`src/rtl/brg_pkg.sv`:
```
/*
 * Package for the bus-reset and gap-count control block: register indices,
 * field positions, reset values and encodings shared by both ends.
 * Assumes the PHY register port carries a 4-bit register index and 8-bit data.
 */
`default_nettype none
package brg_pkg;
   localparam logic [3:0] REG_RESET_GAP    = 4'h1;
   localparam logic [3:0] REG_FEATURE      = 4'h5;
   localparam int         GAP_LSB          = 0;
   localparam int         GAP_W            = 6;
   localparam int         HOLDOFF_BIT      = 7;
   localparam int         LONG_RESET_BIT   = 6;
   localparam int         SHORT_RESET_BIT  = 1;
   localparam int         ACCEL_BIT        = 6;
   localparam int         CONCAT_BIT       = 5;
   localparam logic [5:0] GAP_MAX          = 6'h3f;
   localparam logic [7:0] FEATURE_RST      = 8'h00;
   localparam logic [7:0] FEATURE_WMASK    = 8'h60;
   localparam logic       HOLDOFF_RST      = 1'b0;
   localparam logic [1:0] RESET_NONE       = 2'h0;
   localparam logic [1:0] RESET_SHORT      = 2'h1;
   localparam logic [1:0] RESET_LONG       = 2'h2;
   // Controller-side Avalon registers.
   localparam logic [3:0] CSR_CMD          = 4'h0;
   localparam logic [3:0] CSR_STATUS       = 4'h4;
   localparam logic [3:0] CSR_FEATURE      = 4'h8;
   localparam logic [3:0] CSR_SNAPSHOT     = 4'hc;
   localparam int         CMD_SHORT_BIT    = 0;
   localparam int         CMD_LONG_CFG_BIT = 1;
   localparam int         CMD_LONG_ANY_BIT = 2;
   localparam int         CMD_READ_BIT     = 3;
endpackage : brg_pkg
`default_nettype wire

```
`src/rtl/brg_if.sv`:
```
/*
 * Interface joining the device's PHY register port and the controller.
 * Assumes one clock; a request is a one-cycle strobe, a read answers next cycle.
 */
`default_nettype none
interface brg_if (
   input wire logic sys_clk
);
   logic       wr_stb;
   logic       rd_stb;
   logic [3:0] reg_addr;
   logic [7:0] wr_data;
   logic [7:0] rd_data;
   logic       rd_valid;
   logic       busy;

   modport device (
      input  wr_stb, rd_stb, reg_addr, wr_data,
      output rd_data, rd_valid, busy
   );
   modport ctrl (
      output wr_stb, rd_stb, reg_addr, wr_data,
      input  rd_data, rd_valid, busy
   );
endinterface : brg_if
`default_nettype wire

```
`src/rtl/brg_ctrl.sv`:
```
/*
 * Controller end: Avalon-MM slave for software, issues PHY register
 * sequences that keep the reset and gap-count discipline.
 * Assumes the device answers a read strobe with rd_valid one cycle later.
 */
`default_nettype none
module brg_ctrl (
   // Clock and reset.
   input  wire logic        sys_clk,
   input  wire logic        reset_n,
   // Avalon-MM slave.
   input  wire logic [3:0]  avs_address,
   input  wire logic        avs_read,
   input  wire logic        avs_write,
   input  wire logic [31:0] avs_writedata,
   output logic [31:0]      avs_readdata,
   output logic             avs_waitrequest,
   // Link to the device.
   brg_if.ctrl              link
);
   typedef enum logic [4:0] {
      S_IDLE  = 5'b00001,
      S_RD    = 5'b00010,
      S_WAIT  = 5'b00100,
      S_WR    = 5'b01000,
      S_DONE  = 5'b10000
   } brg_state_e;

   brg_state_e state_q;
   logic [1:0] kind_q;
   logic [3:0] addr_q;
   logic [7:0] wdata_q;
   logic [7:0] feat_q;
   logic [7:0] snap_q;
   logic       busy_q;
   logic       wr_q;
   logic       rd_q;
   logic [31:0] rdata_q;
   logic       wait_q;

   wire acc   = (avs_read || avs_write) && !wait_q;
   wire cmd_w = acc && avs_write && (avs_address == brg_pkg::CSR_CMD) && !busy_q;
   wire go_sr = cmd_w && avs_writedata[brg_pkg::CMD_SHORT_BIT];
   wire go_lc = cmd_w && avs_writedata[brg_pkg::CMD_LONG_CFG_BIT];
   wire go_la = cmd_w && avs_writedata[brg_pkg::CMD_LONG_ANY_BIT];
   wire go_rd = cmd_w && avs_writedata[brg_pkg::CMD_READ_BIT];
   wire feat_w = acc && avs_write && (avs_address == brg_pkg::CSR_FEATURE) && !busy_q;
   wire [7:0] feat_wr = avs_writedata[7:0] & brg_pkg::FEATURE_WMASK;
   wire [31:0] csr_rd =
      (avs_address == brg_pkg::CSR_STATUS)   ? {31'h0, busy_q} :
      (avs_address == brg_pkg::CSR_FEATURE)  ? {24'h0, feat_q} :
      (avs_address == brg_pkg::CSR_SNAPSHOT) ? {24'h0, snap_q} : 32'h0;

   always_ff @(posedge sys_clk) begin
      if (!reset_n) begin
         state_q <= S_IDLE;
         kind_q  <= brg_pkg::RESET_NONE;
         addr_q  <= 4'h0;
         wdata_q <= 8'h00;
         feat_q  <= brg_pkg::FEATURE_RST;
         snap_q  <= 8'h00;
         busy_q  <= 1'b0;
         wr_q    <= 1'b0;
         rd_q    <= 1'b0;
         rdata_q <= 32'h0;
         wait_q  <= 1'b1;
      end else begin
         wr_q    <= 1'b0;
         rd_q    <= 1'b0;
         // Waitrequest drops for one cycle after a request is first seen; read data is
         // captured then so that it stands at the edge where the master takes it.
         wait_q  <= !((avs_read || avs_write) && wait_q);
         if (avs_read && wait_q) begin
            rdata_q <= csr_rd;
         end
         case (state_q)
            S_IDLE: begin
               if (go_sr) begin
                  // Other feature bits are written back unchanged.
                  wr_q    <= 1'b1;
                  addr_q  <= brg_pkg::REG_FEATURE;
                  wdata_q <= feat_q | 8'h02;
                  busy_q  <= 1'b1;
                  state_q <= S_DONE;
               end else if (go_lc || go_la || go_rd) begin
                  kind_q  <= go_rd ? brg_pkg::RESET_NONE :
                             (go_lc ? brg_pkg::RESET_LONG : brg_pkg::RESET_SHORT);
                  rd_q    <= 1'b1;
                  addr_q  <= brg_pkg::REG_RESET_GAP;
                  busy_q  <= 1'b1;
                  state_q <= S_WAIT;
               end else if (feat_w) begin
                  // The device bits follow the mirror, so a later short reset keeps them.
                  feat_q  <= feat_wr;
                  wr_q    <= 1'b1;
                  addr_q  <= brg_pkg::REG_FEATURE;
                  wdata_q <= feat_wr;
                  busy_q  <= 1'b1;
                  state_q <= S_DONE;
               end
            end
            S_WAIT: begin
               if (link.rd_valid) begin
                  snap_q  <= link.rd_data;
                  state_q <= (kind_q == brg_pkg::RESET_NONE) ? S_IDLE : S_WR;
                  busy_q  <= (kind_q != brg_pkg::RESET_NONE);
               end
            end
            S_WR: begin
               wr_q <= 1'b1;
               if (kind_q == brg_pkg::RESET_LONG) begin
                  wdata_q <= snap_q | 8'h40;
               end else begin
                  wdata_q <= {snap_q[brg_pkg::HOLDOFF_BIT], 1'b1, brg_pkg::GAP_MAX};
               end
               state_q <= S_DONE;
            end
            S_DONE: begin
               busy_q  <= 1'b0;
               state_q <= S_IDLE;
            end
            default: state_q <= S_IDLE;
         endcase
      end
   end

   // Gap count is never written without the long-reset bit set.
   assign link.wr_stb      = wr_q;
   assign link.rd_stb      = rd_q;
   assign link.reg_addr    = addr_q;
   assign link.wr_data     = wdata_q;
   assign avs_readdata     = rdata_q;
   assign avs_waitrequest  = wait_q;
endmodule : brg_ctrl
`default_nettype wire

```
`src/flat_wrapper.sv`:
```
// flat-port wrapper written by rule: the top's interface ports become plain ports
module brg_ctrl_flat 
  (sys_clk, reset_n, avs_address, avs_read, avs_write, avs_writedata, avs_readdata, avs_waitrequest, link_wr_stb, link_rd_stb, link_reg_addr, link_wr_data, link_rd_data, link_rd_valid, link_busy);
  brg_if link_i (.sys_clk(sys_clk));
  input  wire logic sys_clk;
  input  wire logic reset_n;
  input  wire logic [3:0] avs_address;
  input  wire logic avs_read;
  input  wire logic avs_write;
  input  wire logic [31:0] avs_writedata;
  output logic [31:0] avs_readdata;
  output logic avs_waitrequest;
  output wire logic [$bits(link_i.wr_stb)-1:0] link_wr_stb;
  output wire logic [$bits(link_i.rd_stb)-1:0] link_rd_stb;
  output wire logic [$bits(link_i.reg_addr)-1:0] link_reg_addr;
  output wire logic [$bits(link_i.wr_data)-1:0] link_wr_data;
  input wire logic [$bits(link_i.rd_data)-1:0] link_rd_data;
  input wire logic [$bits(link_i.rd_valid)-1:0] link_rd_valid;
  input wire logic [$bits(link_i.busy)-1:0] link_busy;
  assign link_wr_stb = link_i.wr_stb;
  assign link_rd_stb = link_i.rd_stb;
  assign link_reg_addr = link_i.reg_addr;
  assign link_wr_data = link_i.wr_data;
  assign link_i.rd_data = link_rd_data;
  assign link_i.rd_valid = link_rd_valid;
  assign link_i.busy = link_busy;
  brg_ctrl u_core (.sys_clk(sys_clk), .reset_n(reset_n), .avs_address(avs_address), .avs_read(avs_read), .avs_write(avs_write), .avs_writedata(avs_writedata), .avs_readdata(avs_readdata), .avs_waitrequest(avs_waitrequest), .link(link_i));
endmodule
```
`config.mk`:
```
export PLATFORM = sky130hd
export DESIGN_NAME = brg_ctrl_flat
export DESIGN_NICKNAME = d
export VERILOG_FILES = /design/src/rtl/brg_pkg.sv /design/src/rtl/brg_if.sv /design/src/rtl/brg_ctrl.sv /design/src/flat_wrapper.sv
export SDC_FILE = /design/constraint.sdc
export NUM_CORES = 1
export LEC_CHECK = 0
export BUFFER_PORTS_ARGS = -buffer_cell sky130_fd_sc_hd__buf_2
export CAP_MARGIN = 25
export CORE_MARGIN = 3
export CORE_UTILIZATION = 40
export CTS_CLUSTER_SIZE = 25
export DETAILED_ROUTE_END_ITERATION = 10
export GPL_TIMING_DRIVEN = 0
export PLACE_DENSITY = 0.74
export SYNTH_ARGS = -nofsm -noshare
export SYNTH_HDL_FRONTEND = slang
export SYNTH_SLANG_ARGS = --single-unit
```
`constraint.sdc`:
```
create_clock -name sys_clk -period 1.7 [get_ports sys_clk]
set_input_delay 0.51 -clock sys_clk [delete_from_list [all_inputs] [get_ports sys_clk]]
set_output_delay 0.51 -clock sys_clk [all_outputs]
set_load 0.01 [all_outputs]
```
==> results.py <==
metrics = {
    "critical_path": {
        "r2r_start": "u_core.state_q[2]",
        "cp.arrival_ps": 1940,
        "worst-path-max-fanout": 6,
        "required_ps": 1930,
        "regToRegSetupSlack_ps": -20,
        "worst_setup_path_startpoint": "u_core.state_q[2]",
        "timing_worst_setup_path_type": "reg2reg",
        "worst_setup_path_start_kind": "register",
        "regToRegEndpoint": "u_core.link.wr_data[1]",
        "timing.critical_path.to_type": "register",
        "reg2reg_depth": 5,
        "cp-endpoint": "u_core.link.wr_data[1]",
    },
    "routing": {
        "avgViaCountPerCell": 5.28,
        "first_iter_violations": 147,
        "drt_drc_violations_left": 0,
        "ant_nets": 0,
        "routed-via-count": 1796,
        "first_pass_iters": 6,
        "detail_route.wirelength_um": 4940,
        "avgRoutedWirePerCell_um": 14.5,
    },
    "timing": {
        "timing.final.crit_period_ps": 1720,
        "finalCritPeriodShare_pct": 101,
        "fmax_mhz": 583,
        "finalMaxSlewViolations": 0,
        "hold_violations": 0,
        "tightest_slew_ps": 660,
        "fin_ws_ps": -15.3,
        "setup_violations": 1,
        "post_route_setup_tns_ps": -15.3,
        "finalClockSkew_ps": 6.62,
        "slew_headroom_pct": 55.7,
    },
    "power": {
        "p_leak_nw": 1.10,
        "power-per-cell-area_nw_per_um2": 816,
        "irDropWorstVdd_uv": 370,
    },
    "synth": {
        "fraction_of_the_yosys_area_taken_by_sequential_cells_pct": 41.8,
        "yosys_register_bits": 38,
        "synth-edff-count": 0,
        "mapped_cells": 212,
        "ys.flop_type": "sky130_fd_sc_hd__dfxtp_1",
        "synth.cell_area_um2": 1820,
        "synth_async_sr_flop_share_pct": 0,
        "avgSynthCellArea_um2": 8.58,
        "ys.warnings.count": 0,
        "yosys.cell_types.count": 45,
    },
    "die": {
        "io_pins": 97,
        "row_count": 23,
        "chipHeight_um": 73.4,
        "die_width_um": 73.4,
        "die_area_um2": 5390,
        "initial_core_utilization_pct": 43.3,
        "placeableCoreArea_um2": 4200,
    },
    "clocking": {
        "clk-insertion-delay-late_ps": 300,
        "numCtsBuffers": 5,
        "cts.clk_slew.worst_paths_ps": 70,
        "cts_tree": "yes",
        "cts.hold.buffers_added": 0,
        "numClockSinks": 38,
        "ctsRootBufferMaster": "sky130_fd_sc_hd__clkbuf_8",
        "cts_max_path_buffers": 2,
        "cts_htree_levels": 2,
    },
    "global_route": {
        "initial_antenna_violation_count": 0,
        "grt_first_pass_wirelength_um": 7250,
        "global_routing_usage_summed_across_all_routing_layers_pct": 17.8,
        "grt_max_degree": 14,
        "number_of_global_route_vias_before_repair": 1535,
        "grt_overflow": 0,
    },
    "run_status": {
        "failed_checks": "setup timing",
        "status": "finished, violations left",
    },
    "placed_design": {
        "rd_place_congestion": 0.848,
        "placed_cells_incl_taps": 327,
        "place_hpwl_um": 3410,
        "place_worst_setup_slack_ps": -433,
        "io_buffers": 40,
    },
    "layout": {
        "layout.nets": 339,
        "layout-drive-gt1-share_pct": 38.6,
        "synthToLayoutAreaGrowth_pct": 36.5,
        "finish.cell_count_without_fillers": 340,
        "antenna_cells_inserted": 0,
    },
    "flow_run": {
        "drv_cap": 0,
    },
    "worst_hold_path": {
        "min_path_type": "in2reg",
    },
}
## layout make-up
| cell class | count | area [um^2] |
|---|---|---|
| tap | 50 | 62.6 |
| clock buffer | 5 | 68.8 |
| multi-input combinational | 159 | 1020 |
| timing repair buffer | 45 | 243 |
| sequential | 38 | 774 |
| inverter | 6 | 22.5 |
| clock inverter | 3 | 68.8 |
| fill | 405 | 1720 |
| buffer | 34 | 226 |
## registers in the layout, indices dropped and copies added (netlist names), 2 cells and up
register and cells:
u_core.avs_readdata 8, u_core.feat_q 2, u_core.kind_q 2, u_core.link.reg_addr 2
u_core.link.wr_data 8, u_core.snap_q 8, u_core.state_q 4
## cell usage after synthesis, types with 4 or more instances
| cell type | count | share of area, % |
|---|---|---|
| sky130_fd_sc_hd__a22oi_1 | 5 | 2.1 |
| sky130_fd_sc_hd__o22ai_1 | 4 | 1.4 |
| sky130_fd_sc_hd__clkbuf_1 | 6 | 1.2 |
| sky130_fd_sc_hd__nand3_1 | 13 | 3.6 |
| sky130_fd_sc_hd__dfxtp_1 | 38 | 42 |
| sky130_fd_sc_hd__nor3_1 | 7 | 1.9 |
| sky130_fd_sc_hd__buf_4 | 26 | 11 |
| sky130_fd_sc_hd__a21oi_1 | 12 | 3.3 |
| sky130_fd_sc_hd__nand2_1 | 18 | 3.7 |
| sky130_fd_sc_hd__inv_1 | 5 | 1.0 |
| sky130_fd_sc_hd__o21ai_0 | 11 | 3.0 |
| sky130_fd_sc_hd__nor2_1 | 15 | 3.1 |
| sky130_fd_sc_hd__a2bb2oi_1 | 4 | 1.9 |
## worst min-delay path by stage
stage / start / to / slack [ps] / depth (start not counted)
after floorplan: u_core.snap_q[6] / u_core.snap_q[6] / 440 / 2
after global placement: u_core.link.reg_addr[0] / u_core.link.reg_addr[0] / 450 / 1
after detailed placement: u_core.link.wr_data[0] / u_core.link.wr_data[0] / 460 / 2
after CTS: avs_read / u_core.avs_waitrequest / 450 / 2
after global routing: link_rd_data[2] / u_core.snap_q[2] / 450 / 3
final: avs_read / u_core.avs_waitrequest / 440 / 2
## metal layers
metal | GRT usage, % | routed length [um] | up-vias
met5 | 0 | 0 | -
met4 | 5.23 | 62 | 0
met3 | 6.57 | 451 | 7
met2 | 28.6 | 2390 | 82
met1 | 22.3 | 2030 | 836
li1 | - | - | 871
## cells in the final DEF (no fill, tap or decap), types with 2 or more instances in the layout
cell type and instances:
sky130_fd_sc_hd__a211oi_2 2, sky130_fd_sc_hd__a21oi_1 12, sky130_fd_sc_hd__a22oi_1 5, sky130_fd_sc_hd__a2bb2oi_1 4, sky130_fd_sc_hd__and2_1 2, sky130_fd_sc_hd__buf_2 41
sky130_fd_sc_hd__buf_4 30, sky130_fd_sc_hd__bufinv_16 2, sky130_fd_sc_hd__clkbuf_1 6, sky130_fd_sc_hd__clkbuf_8 5, sky130_fd_sc_hd__conb_1 26, sky130_fd_sc_hd__dfxtp_1 33
sky130_fd_sc_hd__dfxtp_2 2, sky130_fd_sc_hd__dfxtp_4 3, sky130_fd_sc_hd__inv_1 5, sky130_fd_sc_hd__mux2i_1 3, sky130_fd_sc_hd__nand2_1 16, sky130_fd_sc_hd__nand2_2 2
sky130_fd_sc_hd__nand2b_1 3, sky130_fd_sc_hd__nand3_1 12, sky130_fd_sc_hd__nand4_1 2, sky130_fd_sc_hd__nand4bb_1 2, sky130_fd_sc_hd__nor2_1 14, sky130_fd_sc_hd__nor3_1 3
sky130_fd_sc_hd__nor3_2 4, sky130_fd_sc_hd__nor4_2 2, sky130_fd_sc_hd__nor4b_2 2, sky130_fd_sc_hd__o21ai_0 10, sky130_fd_sc_hd__o21ai_4 2, sky130_fd_sc_hd__o221a_2 2
sky130_fd_sc_hd__o22ai_1 4, sky130_fd_sc_hd__or2_2 2, sky130_fd_sc_hd__or4b_4 3
## critical path: stages, from the launching register on
cell and delay (ps):
sky130_fd_sc_hd__dfxtp_4 370, sky130_fd_sc_hd__or4b_4 570, sky130_fd_sc_hd__buf_4 150, sky130_fd_sc_hd__nor4_1 290
sky130_fd_sc_hd__o31ai_1 110, sky130_fd_sc_hd__a31oi_1 150
## power breakdown
group | total (W) | internal, W | switching, W | leakage [nW]
registers | 0.000899 | 0.000891 | 0.00000834 | 0.309
clock network | 0.000918 | 0.000588 | 0.000330 | 0.0683
logic | 0.000207 | 0.0000906 | 0.000117 | 0.724
## through the flow
stage	utilization, %	area (um^2)	power, W	hold WS (ps)
floorplan	-	1920	0.00105	436
global route	59.1	2480	0.00209	450
detailed placement	52.0	2180	0.00111	457
CTS	56.8	2380	0.00202	447
finish	59.1	2480	0.00202	445
global placement	52.0	2180	0.00111	449
## kinds of logic (layout without fill, tap and decap cells)
logic type      Yosys count  in the layout  share of synthesized area (%)
flops                    38             38                           41.8
compound gates           51             52                           18.9
mux                       3              3                           1.65
simple gates             78             78                           23.5
other cells               1             26                          0.206
buf+inv                  41             93                           14.0
## what timing repair did
item                                    4_1_cts  5_1_grt
pin swaps                                     2        6
cloned                                        0        1
resized for setup                             9       18
buffers inserted                              2        3
endpoints found under the setup margin       24       27
(Power assumes the default switching activity.)
